==> src/hw/agc_loop_consts.svh <==
`ifndef AGC_LOOP_CONSTS_SVH
`define AGC_LOOP_CONSTS_SVH

// ----------------------------------------
// Register byte offsets
// ----------------------------------------
`define OFF_INIT_A     8'h00
`define OFF_INIT_B     8'h04
`define OFF_CTRL       8'h08
`define OFF_READBACK_A 8'h0c
`define OFF_READBACK_B 8'h10
`define OFF_TABLE_BASE 8'h80

// ----------------------------------------
// Control register fields
// ----------------------------------------
`define CTRL_HOLD_A_BIT  0
`define CTRL_HOLD_B_BIT  1
`define CTRL_INHIBIT_BIT 2
`define CTRL_SHIFT_LSB   4
`define CTRL_DELAY_LSB   8

// ----------------------------------------
// Reset values and limits
// ----------------------------------------
`define INIT_RESET     8'h00
`define CTRL_RESET     32'h0000_0000
`define INTEG_MAX      11'h7ff
`define DECIM_COUNT    3'h7
`define DELAY_DEFAULT  4'h4

`endif

==> src/hw/agc_loop_pkg.sv <==
package agc_loop_pkg;
  typedef logic [2:0]  gain_word_t;
  typedef logic [10:0] integ_t;
  typedef logic [7:0]  table_entry_t;
  typedef enum logic [1:0] {
    BUS_IDLE  = 2'b00,
    BUS_WRITE = 2'b01,
    BUS_READ  = 2'b10
  } bus_phase_t;
endpackage

==> src/hw/loop_shift_amount_control.sv <==
// The implementer's own choices: the register offsets and the AHB-Lite register port.
`timescale 1ns/10ps
`include "agc_loop_consts.svh"
// Notes on behaviour
// - Analog gain word codes 6 dB steps, 000 is -12dB up to 111 +30dB.
// - Digital exponent is bitwise inverse of analog gain word.
// - Mixer word shifted into 22 bits, sign extended, exponent 111 puts bit0 at bit7.
// - Shifted table error feeds the loop integrator.
// - Each channel integrator can load from its own initial value.
// - Top eight integrator bits readable per channel.
// - Top three integrator bits drive gain pins with strobe.
// - Integrator saturates at 0 and 2^11-1.
// - Hold low runs loop free; hold high fixes gain at initial value.
// - Fixed gain drives pins with inverted top three initial value bits.
// - Exponent routed to downconverter unless inhibit bit set.
// - Exponent delayed to match amplifier and converter latency.
// - Strobe toggles only on word change; both asserted in reset and sync.
// - Loop shift amount 0 to 3 selects shift of table output.
// - 32 by 8 software table maps power level to error.
// - 9-bit detector output becomes 3-bit exponent, 2-bit mantissa address.
module loop_shift_amount_control #(
  parameter int MIX_W     = 15,
  parameter int SHIFT_W   = 22,
  parameter int MAX_DELAY = 16
) (
  // Clock and reset
  input  wire logic                mclk,
  input  wire logic                rst_n,
  input  wire logic                sync_in,
  // AHB-Lite slave
  input  wire logic                hsel,
  input  wire logic [7:0]          haddr,
  input  wire logic [1:0]          htrans,
  input  wire logic                hwrite,
  input  wire logic [2:0]          hsize,
  input  wire logic [31:0]         hwdata,
  input  wire logic                hready,
  output logic      [31:0]         hrdata,
  output logic                     hreadyout,
  output logic                     hresp,
  // Power detector samples, one per channel
  input  wire logic [8:0]          power_a,
  input  wire logic [8:0]          power_b,
  input  wire logic                power_valid,
  // Mixer samples
  input  wire logic [MIX_W-1:0]    mixer_a,
  input  wire logic [MIX_W-1:0]    mixer_b,
  // Amplifier pins
  output logic      [2:0]          analog_gain_word_a,
  output logic      [2:0]          analog_gain_word_b,
  output logic                     gain_strobe_chan_a,
  output logic                     gain_strobe_chan_b,
  // Downconverter exponent and aligned samples
  output logic      [2:0]          digital_gain_exponent_a,
  output logic      [2:0]          digital_gain_exponent_b,
  output logic      [SHIFT_W-1:0]  aligned_a,
  output logic      [SHIFT_W-1:0]  aligned_b
);

  // ----------------------------------------
  // Bus slave
  // ----------------------------------------
  agc_loop_pkg::bus_phase_t phase_reg;
  logic [7:0]  addr_reg;
  logic [7:0]  init_reg [2];
  logic [31:0] ctrl_reg;
  agc_loop_pkg::table_entry_t table_mem [32];

  wire take        = hsel && hready && htrans[1];
  wire wr_now      = (phase_reg == agc_loop_pkg::BUS_WRITE);
  wire wr_init_a   = wr_now && (addr_reg == `OFF_INIT_A);
  wire wr_init_b   = wr_now && (addr_reg == `OFF_INIT_B);
  wire wr_ctrl     = wr_now && (addr_reg == `OFF_CTRL);
  wire wr_table    = wr_now && addr_reg[7];
  wire [4:0] tidx  = addr_reg[6:2];

  wire       hold_a    = ctrl_reg[`CTRL_HOLD_A_BIT];
  wire       hold_b    = ctrl_reg[`CTRL_HOLD_B_BIT];
  wire       inhibit   = ctrl_reg[`CTRL_INHIBIT_BIT];
  wire [1:0] shift_amt = ctrl_reg[`CTRL_SHIFT_LSB +: 2];
  wire [3:0] delay_sel = ctrl_reg[`CTRL_DELAY_LSB +: 4];

  assign hreadyout = 1'b1;
  assign hresp     = 1'b0;

  always_ff @(posedge mclk) begin
    if (!rst_n) begin
      phase_reg <= agc_loop_pkg::BUS_IDLE;
      addr_reg  <= 8'h00;
    end else if (hready) begin
      phase_reg <= !take ? agc_loop_pkg::BUS_IDLE :
                   hwrite ? agc_loop_pkg::BUS_WRITE : agc_loop_pkg::BUS_READ;
      addr_reg  <= haddr;
    end
  end

  always_ff @(posedge mclk) begin
    if (!rst_n) begin
      init_reg[0] <= `INIT_RESET;
      init_reg[1] <= `INIT_RESET;
      ctrl_reg    <= `CTRL_RESET | (32'(`DELAY_DEFAULT) << `CTRL_DELAY_LSB);
    end else begin
      if (wr_init_a)
        init_reg[0] <= hwdata[7:0];
      if (wr_init_b)
        init_reg[1] <= hwdata[7:0];
      if (wr_ctrl)
        ctrl_reg <= hwdata & 32'h0000_0f37;
    end
  end

  always_ff @(posedge mclk) begin
    if (wr_table)
      table_mem[tidx] <= hwdata[7:0];
  end

  // ----------------------------------------
  // Per-channel loop
  // ----------------------------------------
  // ----------------------------------------
  // Detector sample decimation
  // ----------------------------------------
  logic [2:0] dec_reg;
  wire        dec_wrap    = (dec_reg == `DECIM_COUNT);
  wire        sample_tick = power_valid && dec_wrap;
  wire        init_load   = sync_in;
  wire        dec_clear   = !rst_n || sync_in;

  // One integrator step per eight detector samples
  always_ff @(posedge mclk) begin
    if (dec_clear)
      dec_reg <= 3'h0;
    else if (power_valid)
      dec_reg <= dec_reg + 3'h1;
  end

  logic [7:0] readback [2];
  logic [2:0] word_dly [2][MAX_DELAY];

  // ----------------------------------------
  // Per-channel loop
  // ----------------------------------------
  genvar ch;
  generate
    for (ch = 0; ch < 2; ch++) begin : g_chan
      wire [8:0]       pwr  = (ch == 0) ? power_a : power_b;
      wire [MIX_W-1:0] mix  = (ch == 0) ? mixer_a : mixer_b;
      wire             hold = (ch == 0) ? hold_a : hold_b;

      // --------------------------------------
      // Fixed to float table address
      // --------------------------------------
      logic [2:0] lead;
      logic [1:0] mant;

      // Leading one picks the exponent, next two bits the mantissa
      always_comb begin
        lead = 3'h0;
        mant = pwr[1:0];
        for (int i = 2; i < 9; i++) begin
          if (pwr[i]) begin
            lead = 3'(i - 1);
            mant = pwr[i-1 -: 2];
          end
        end
      end

      wire [4:0] taddr = {lead, mant};

      // --------------------------------------
      // Error lookup and loop shift
      // --------------------------------------
      wire signed [7:0]  err  = table_mem[taddr];
      wire signed [12:0] errs = 13'(err) <<< shift_amt;
      wire signed [13:0] errx = 14'(errs);

      // --------------------------------------
      // Saturating integrator
      // --------------------------------------
      logic [10:0]       integ_reg;
      wire [10:0]        init_full  = {init_reg[ch], 3'h0};
      wire signed [13:0] integ_x    = $signed({3'b000, integ_reg});
      wire signed [13:0] sum        = integ_x + errx;
      wire signed [13:0] top        = $signed(14'(`INTEG_MAX));
      wire               under      = (sum < 14'sh0);
      wire               over       = (sum > top);
      wire [10:0]        sat        = under ? 11'h000 :
                                      over  ? `INTEG_MAX : sum[10:0];
      wire               integ_load = !rst_n || init_load;

      // Hold keeps reloading so release starts from the written value
      always_ff @(posedge mclk) begin
        if (integ_load)
          integ_reg <= init_full;
        else if (hold)
          integ_reg <= init_full;
        else if (sample_tick)
          integ_reg <= sat;
      end

      // --------------------------------------
      // Gain word and strobe
      // --------------------------------------
      logic [2:0] prev_reg;
      logic       strobe_reg;
      wire [2:0]  loop_word  = integ_reg[10:8];
      wire [2:0]  fixed_word = ~init_reg[ch][7:5];
      wire [2:0]  word       = hold ? fixed_word : loop_word;
      wire        word_moved = (word != prev_reg);
      wire        strobe_set = !rst_n || sync_in;

      // Strobe only toggles on a new word to keep the analog path quiet
      always_ff @(posedge mclk) begin
        if (strobe_set) begin
          prev_reg   <= fixed_word;
          strobe_reg <= 1'b1;
        end else begin
          prev_reg   <= word;
          strobe_reg <= word_moved ? ~strobe_reg : strobe_reg;
        end
      end

      // --------------------------------------
      // Exponent delay line
      // --------------------------------------
      always_ff @(posedge mclk) begin
        word_dly[ch][0] <= ~word;
        for (int k = 1; k < MAX_DELAY; k++)
          word_dly[ch][k] <= word_dly[ch][k-1];
      end

      wire [2:0] exp_late = word_dly[ch][delay_sel];
      wire [2:0] exp_d    = inhibit ? 3'h7 : exp_late;

      // --------------------------------------
      // Shift-up alignment
      // --------------------------------------
      wire signed [SHIFT_W-1:0] ext     = SHIFT_W'($signed(mix));
      wire signed [SHIFT_W-1:0] ext_top = SHIFT_W'(ext <<< 7);
      wire [2:0]                drop    = 3'h7 - exp_d;
      logic [SHIFT_W-1:0]       aligned_reg;

      always_ff @(posedge mclk) begin
        aligned_reg <= ext_top >>> drop;
      end

      assign readback[ch] = integ_reg[10:3];

      if (ch == 0) begin : g_a
        assign analog_gain_word_a      = prev_reg;
        assign gain_strobe_chan_a      = strobe_reg;
        assign digital_gain_exponent_a = exp_d;
        assign aligned_a               = aligned_reg;
      end else begin : g_b
        assign analog_gain_word_b      = prev_reg;
        assign gain_strobe_chan_b      = strobe_reg;
        assign digital_gain_exponent_b = exp_d;
        assign aligned_b               = aligned_reg;
      end
    end
  endgenerate

  // ----------------------------------------
  // Read data
  // ----------------------------------------
  logic [31:0] rdata_reg;
  wire         rd_take = take && !hwrite;
  wire [4:0]   rd_idx  = haddr[6:2];
  wire         sel_ia  = (haddr == `OFF_INIT_A);
  wire         sel_ib  = (haddr == `OFF_INIT_B);
  wire         sel_ct  = (haddr == `OFF_CTRL);
  wire         sel_ra  = (haddr == `OFF_READBACK_A);
  wire         sel_rb  = (haddr == `OFF_READBACK_B);
  wire         sel_tb  = haddr[7];

  wire [31:0] rd_mux =
    sel_ia ? {24'h0, init_reg[0]} :
    sel_ib ? {24'h0, init_reg[1]} :
    sel_ct ? ctrl_reg :
    sel_ra ? {24'h0, readback[0]} :
    sel_rb ? {24'h0, readback[1]} :
    sel_tb ? {24'h0, table_mem[rd_idx]} : 32'h0;

  // Captured in the address phase; a read right behind a write to
  // the same register returns the value before that write
  always_ff @(posedge mclk) begin
    if (!rst_n)
      rdata_reg <= 32'h0;
    else if (hready)
      rdata_reg <= rd_take ? rd_mux : 32'h0;
  end

  assign hrdata = rdata_reg;

endmodule

==> config.mk <==
export PLATFORM = sky130hd
export DESIGN_NAME = loop_shift_amount_control
export DESIGN_NICKNAME = d
export VERILOG_FILES = /design/src/hw/agc_loop_pkg.sv /design/src/hw/loop_shift_amount_control.sv
export VERILOG_INCLUDE_DIRS = /design/src /design/src/hw
export SDC_FILE = /design/constraint.sdc
export NUM_CORES = 1
export LEC_CHECK = 0
export ABC_CLOCK_PERIOD_IN_PS = 13450
export BUFFER_PORTS_ARGS = -buffer_cell sky130_fd_sc_hd__buf_4
export CORE_MARGIN = 2
export CORE_UTILIZATION = 40
export CTS_CLUSTER_DIAMETER = 60
export DETAILED_ROUTE_END_ITERATION = 10
export GPL_TIMING_DRIVEN = 0
export PLACE_DENSITY = 0.59
export RECOVER_POWER = 25
export SLEW_MARGIN = 20
export SYNTH_ARGS = -nofsm -noshare
export SYNTH_HDL_FRONTEND = slang
export SYNTH_SLANG_ARGS = --single-unit
==> constraint.sdc <==
create_clock -name mclk -period 13.45 [get_ports mclk]
set_input_delay 1.345 -clock mclk [delete_from_list [all_inputs] [get_ports mclk]]
set_output_delay 1.345 -clock mclk [all_outputs]
set_load 0.05 [all_outputs]
======== Word level (Yosys, flattened, before mapping) ========
Memories as Yosys holds them, arrays and structs flattened.
Cells that the tools add are included.
cells by class
  bitwise operators ....................... 9
  $add $sub $neg .......................... 5
  magnitude comparators ................... 5
  shift-type cells ........................ 4
  multiplexer cells ....................... 68
  equal/unequal tests ..................... 10
  reduce and logical (&&, ||, !) cells .... 17
operators by type and width
  kind                                                                                count
  11-bit 2-to-1 mux                                                                   10
  3-bit 2-to-1 mux                                                                    20
  12-bit 2-to-1 mux                                                                   4
  22-bit by 3-bit >>> shifter with 22-bit output                                      2
  8-bit 2-to-1 mux                                                                    5
  2-bit 2-to-1 mux                                                                    16
  12-bit by 13-bit adder with 14-bit output                                           2
  14-bit by 12-bit greater-than comparator with 1-bit output (second input constant)  2
  14-bit by 1-bit less-than comparator with 1-bit output (second input constant)      2
  8-bit by 2-bit <<< shifter with 13-bit output                                       2
  3-bit binary-select mux with 4-bit select                                           2
  8-bit by 4-bit == test with 1-bit output (second input constant)                    3
  8-bit by 3-bit == test with 1-bit output (second input constant)                    2
  8-bit logical NOT                                                                   2
  3-bit NOT                                                                           4
  1-bit 2-to-1 mux                                                                    11
  8-bit by 5-bit == test with 1-bit output (second input constant)                    1
  1-bit logical AND                                                                   8
  3-bit != test                                                                       2
  3-bit nonzero test                                                                  2
  3-bit subtractor (first input constant)                                             2
  5-bit greater-or-equal comparator (second input constant)                           1
  4-bit NOT with 5-bit output                                                         1
  2-bit OR reduction                                                                  2
  other kinds (7)                                                                     10
word-level totals
  output and inout port bits .............. 92
  register bits after elaboration ......... 128
  input port bits ......................... 100
  memories ................................ 3
  RAM bits ................................ 368
  logic and storage cells ................. 136
memories
  memory     words  bits a word  read ports  clocked after Yosys merged registers in  wr ports  RTL line                          text
  table_mem  32     8            3           0                                        1         loop_shift_amount_control.sv:67   agc_loop_pkg::table_entry_t table_mem [32];
  word_dly   2      48           2           0                                        2         loop_shift_amount_control.sv:138  logic [2:0] word_dly [2][MAX_DELAY];
  init_reg   2      8            2           0                                        2         loop_shift_amount_control.sv:65   logic [7:0] init_reg [2];

======== Longest topological paths before layout ========
An unclocked memory read counts as a cell.
  word-level depth ........................ 16
  gate-level depth with buffers ........... 27
  mapped depth without buffers ............ 21

======== Least setup slack after synthesis ========
No wires, ideal clock.
  path kind ............................... input to register
  start point ............................. input power_b[6]
  end point ............................... register g_chan[1].integ_reg[8] (data pin)
  required time ........................... 13.302 ns
  cell stages on the path ................. 23
  slack ................................... 7.465 ns
  data arrival time ....................... 5.836 ns
  path buffers ............................ 3
  setup time .............................. 0.148 ns
  cells stage by stage .................... nor3_1 o211ai_2 a32oi_4 buf_6 buf_8 mux2i_1 o22ai_1 or3_4 nor4_4 nor3_1 ha_1 fa_1 a21o_1 a21o_1 a21oi_1 o21ai_0 nand3_1 a21oi_1 a21oi_1 and2_1 buf_1 or2_2 a2bb2oi_1
on the way
  cells in the longest elaborated chain, start to end .. 12
  elaborated cells between the ends (all ways) .. 16
  classes of those cells .................. 1 x add/sub; 2 x order compare; 1 x shift; 11 x mux; 1 x memory
RTL lines
  what                                                                      RTL line                          text
  start, declared                                                           loop_shift_amount_control.sv:43   input wire logic [8:0] power_b,
  2-bit 2-to-1 mux / 3-bit 2-to-1 mux (equally long branches) (3 in a row)  loop_shift_amount_control.sv:161  if (pwr[i]) begin
  memory 32 x 8 bit *                                                       -
  8-bit by 2-bit <<< shifter with 13-bit output *                           loop_shift_amount_control.sv:174  wire signed [12:0] errs = 13'(err) <<< shift_amt;
  12-bit by 13-bit adder with 14-bit output *                               loop_shift_amount_control.sv:183  wire signed [13:0] sum = integ_x + errx;
  14-bit by 12-bit greater-than comparator with 1-bit output                loop_shift_amount_control.sv:186  wire over = (sum > top);
  11-bit 2-to-1 mux                                                         loop_shift_amount_control.sv:188  over ? `INTEG_MAX : sum[10:0];
  11-bit 2-to-1 mux *                                                       loop_shift_amount_control.sv:187  wire [10:0] sat = under ? 11'h000 :
  11-bit 2-to-1 mux *                                                       loop_shift_amount_control.sv:197  else if (sample_tick)
  11-bit 2-to-1 mux *                                                       loop_shift_amount_control.sv:195  else if (hold)
  11-bit 2-to-1 mux *                                                       loop_shift_amount_control.sv:193  if (integ_load)
  end signal, assigned                                                      loop_shift_amount_control.sv:194  integ_reg <= init_full;
  end signal, assigned                                                      loop_shift_amount_control.sv:196  integ_reg <= init_full;
  end signal, assigned                                                      loop_shift_amount_control.sv:198  integ_reg <= sat;
  end, declared                                                             loop_shift_amount_control.sv:180  logic [10:0] integ_reg;
Mark *: on every way between the ends. The rest lies on a longest branch, timed or not. The select of a mux whose other input is x is not followed.
A chain may end at the register's enable or synchronous reset.

======== Worst setup path in the final report ========
  start point ............................. input power_a[6]
  end point ............................... register g_chan[0].integ_reg[6] (data pin)
on the way
  cells in the longest elaborated chain, start to end .. 12
  elaborated cells between the ends (all ways) .. 16
  classes of those cells .................. 1 x add/sub; 2 x order compare; 1 x shift; 11 x mux; 1 x memory
RTL lines
  what                                                                      RTL line                          text
  start, declared                                                           loop_shift_amount_control.sv:42   input wire logic [8:0] power_a,
  2-bit 2-to-1 mux / 3-bit 2-to-1 mux (equally long branches) (3 in a row)  loop_shift_amount_control.sv:161
  memory 32 x 8 bit *                                                       -
  8-bit by 2-bit <<< shifter with 13-bit output *                           loop_shift_amount_control.sv:174
  12-bit by 13-bit adder with 14-bit output *                               loop_shift_amount_control.sv:183
  14-bit by 12-bit greater-than comparator with 1-bit output                loop_shift_amount_control.sv:186
  11-bit 2-to-1 mux                                                         loop_shift_amount_control.sv:188
  11-bit 2-to-1 mux *                                                       loop_shift_amount_control.sv:187
  11-bit 2-to-1 mux *                                                       loop_shift_amount_control.sv:197
  11-bit 2-to-1 mux *                                                       loop_shift_amount_control.sv:195
  11-bit 2-to-1 mux *                                                       loop_shift_amount_control.sv:193
  end signal, assigned                                                      loop_shift_amount_control.sv:194
  end signal, assigned                                                      loop_shift_amount_control.sv:196
  end signal, assigned                                                      loop_shift_amount_control.sv:198
  end, declared                                                             loop_shift_amount_control.sv:180
Marked as above.

==> results.py <==
metrics = {
    "synthesis": {
        "syn_area_mm2": 0.02478,
        "synth-edff-count": 288,
        "synth-seq-cells": 476,
        "ys_types": 91,
        "yosys-top-cells-area": "edfxtp_1 (35%), dfxtp_1 (15%), mux4_2 (12%)",
        "seq_area_frac_synth_pct": 50.09,
        "synth_top_area_share_pct": 34.90,
        "ys_warn_count": 0,
        "synthFlopType": "edfxtp_1",
        "async_reset_ff_share_pct": 0,
        "avgSynthCellArea_um2": 11.75,
        "synth_largest_area_cell": "edfxtp_1",
        "netlist_instances": 2109,
    },
    "critical_path": {
        "cpPeakStageDelay_ns": 0.91,
        "slowest_stage": "nor2_1",
        "path_delay_family": "simple AND/OR/NAND/NOR gates",
        "path_class": "in2reg",
        "worstPathRequired_ns": 13.83,
        "worst-path-stages": 25,
        "worst-path-buf-inv": 5,
        "cp-start-kind": "input port",
        "cp_max_fo": 10,
        "startpoint": "power_a[6]",
        "r2r-end": "g_chan[0].integ_reg[6]",
        "reg2regPathDepth": 17,
        "worstSetupEndpoint": "g_chan[0].integ_reg[6]",
        "cp.arrival_ns": 8.82,
        "r2r_start": "table_mem[4][2]",
        "endpoint_kind": "flop",
        "r2r_slack_ns": 7.71,
    },
    "drt": {
        "via_per_inst": 6.267,
        "dr_total_vias": 19898,
        "wl_um": 100200,
        "first_iter_violations": 2328,
        "drt_first_pass_iters": 9,
        "wire_per_inst_um": 31.55,
        "ant_nets": 0,
        "drc": 0,
    },
    "cells_and_area": {
        "fill_cells": 5568,
        "area_growth_pct": 17.80,
        "largest_register": "table_mem",
        "largest_reg_flops": 256,
        "drive_gt1_share_pct": 22.75,
        "final_common_cell": "nand2_1",
        "final_cell_mix": "nand2_1 (318), edfxtp_1 (288), dfxtp_1 (188)",
        "final_nets": 2466,
        "top_regs": "table_mem: 256 flops, word_dly: 96 flops",
    },
    "pwr": {
        "power_density_mw_per_mm2": 141.8,
        "ir_worst_vdd_mv": 0.1095,
        "p_leak_nw": 10.86,
    },
    "timing": {
        "slew_headroom_pct": -20.47,
        "rsz0062_at_grt": "no",
        "min_period_ns": 8.437,
        "layout_setup_ws_ns": 5.013,
        "finalSetupViolations": 0,
        "finalSetupTns_ns": 0,
        "period_share_pct": 62.73,
        "fin_worst_skew_ns": 0.04390,
        "hold_ws_ns": 0.3442,
        "slew_viol_final": 138,
        "max_freq_mhz": 118.5,
        "finalHoldViolCount": 0,
        "max_slew.worst_pin.slew_ns": 1.807,
    },
    "global_route": {
        "track_usage_pct": 30.97,
        "grt_max_degree": 35,
        "grt_pass1_wl_um": 140300,
        "antenna_found_initial": 4,
        "overflow": 0,
        "grt_pass1_vias": 19417,
    },
    "floorplanning": {
        "start_util_pct": 40.31,
        "core_mm2": 0.06148,
        "ios": 192,
        "dieWidth_um": 252.9,
        "fp-row-count": 91,
        "chipHeight_um": 252.9,
        "die-area_mm2": 0.06396,
    },
    "min_path": {
        "hold_class": "reg2reg",
    },
    "status": {
        "status": "finished, violations left",
        "violations": "capacitance limit, slew limit",
    },
    "clock_network": {
        "cts_buffers": 56,
        "clk_pin_slew_ns": 0.06,
        "post_cts_buffers": 0,
        "clock_latency_ns": 0.65,
        "clock-sinks": 476,
        "cts_tree": "built",
        "holdBufCountCts": 0,
        "cts_resized": 0,
        "cts_root_buffer": "clkbuf_16",
        "clk_path_buf_depth": 3,
        "htreeDepth": 2,
    },
    "placed_design": {
        "dp_hpwl_um": 73720,
        "place.gp.congestion": 1.010,
        "portBuffers": 137,
        "pre_cts_slack_ns": 4.746,
    },
    "flow_run": {
        "max_cap_violations": 4,
    },
}
## worst min path at each step
| stage | startpoint | endpoint | slack, ns | cells past startpoint |
|---|---|---|---|---|
| 2_1_floorplan | word_dly[0][3] | word_dly[0][0] | 0.33 | 0 |
| 3_3_place_gp | word_dly[0][15] | word_dly[0][12] | 0.33 | 0 |
| 3_5_place_dp | word_dly[1][44] | word_dly[1][41] | 0.33 | 0 |
| 4_1_cts | word_dly[1][4] | word_dly[1][1] | 0.34 | 0 |
| 5_1_grt | word_dly[0][10] | word_dly[0][7] | 0.35 | 0 |
| 6_report | word_dly[1][4] | word_dly[1][1] | 0.34 | 0 |
## worst register-to-register path: cells and delay by family (launching register included)
kind | cells | cell delay (ns)
simple gates | 6 | 1.19
flops | 1 | 0.43
fa+ha+maj | 1 | 0.34
compound gates | 7 | 2.58
mux | 2 | 0.73
buf+inv | 1 | 0.23
## routing by layer
| metal | track usage [%] | part of all wire [%] |
|---|---|---|
| met4 | 16.94 | 6.3 |
| met2 | 50.79 | 46 |
| met5 | 0 | 0 |
| met1 | 38.13 | 37 |
| met3 | 6.671 | 10 |
## per-stage QoR
| step | power (W) | std cells | area [µm²] | utilization [%] |
|---|---|---|---|---|
| after floorplan | 0.002159 | 2129 | 24860 | - |
| after global placement | 0.002439 | 3056 | 26870 | 43.71 |
| after detailed placement | 0.002447 | 3066 | 27080 | 44.05 |
| after CTS | 0.004140 | 3172 | 29200 | 47.49 |
| after global routing | 0.004247 | 3172 | 29180 | 47.47 |
| final | 0.004138 | 3175 | 29190 | 47.48 |
## area by class of cell
cell class | instances | area, µm² | share of cell area (%)
Sequential cell | 476 | 12410 | 42.52
Multi-Input combinational cell | 1465 | 11560 | 39.61
Clock buffer | 80 | 1664 | 5.701
Timing Repair Buffer | 147 | 1122 | 3.845
Tap cell | 790 | 988.4 | 3.386
Buffer | 160 | 877.1 | 3.005
Clock inverter | 26 | 452.9 | 1.552
Inverter | 28 | 105.1 | 0.3600
Antenna cell | 3 | 7.507 | 0.02572
## cell usage after synthesis (4+ instances only)
| master | number |
|---|---|
| inv_1 | 25 |
| nor2_1 | 107 |
| o211ai_1 | 9 |
| a22oi_1 | 10 |
| nand2_1 | 318 |
| xor2_1 | 14 |
| o21ai_0 | 72 |
| a311oi_1 | 8 |
| mux4_2 | 129 |
| buf_6 | 7 |
| mux2i_1 | 185 |
| o31ai_1 | 5 |
| o21ai_1 | 4 |
| buf_1 | 11 |
| nor2b_1 | 45 |
| buf_2 | 33 |
| or2_2 | 6 |
| o21a_1 | 10 |
| mux2_2 | 36 |
| ha_1 | 30 |
| a211oi_1 | 22 |
| a21oi_1 | 44 |
| nand3b_1 | 12 |
| and2_1 | 14 |
| a221oi_1 | 13 |
| and3_1 | 20 |
| o22ai_1 | 12 |
| nand4_1 | 17 |
| nand2b_1 | 19 |
| nor3_1 | 44 |
| a222oi_1 | 8 |
| xnor2_1 | 12 |
| buf_4 | 30 |
| a31oi_1 | 34 |
| clkbuf_1 | 75 |
| dfxtp_1 | 188 |
| a32oi_1 | 9 |
| nand3_1 | 88 |
| a21o_1 | 6 |
| o21bai_1 | 5 |
| edfxtp_1 | 288 |
| a21boi_0 | 4 |
## logic make-up after synthesis
kind of cell | Yosys count | share of synthesized area (%)
AOI/OAI and AO/OA | 312 | 8.715
buffers and inverters | 188 | 3.923
adders and majority gates | 32 | 1.676
other | 2 | 0.03031
xor gates and xnor gates | 26 | 0.9189
and+or+nand+nor | 720 | 13.64
DFF | 476 | 50.09
muxes | 353 | 21.01
## power by group
part	switching (W)	total (W)	internal, W
registers	0.0000320	0.00164	0.00161
clock network	0.000658	0.00170	0.00104
logic	0.000525	0.000796	0.000270
Note: power is estimated with default switching activity, not from simulation.
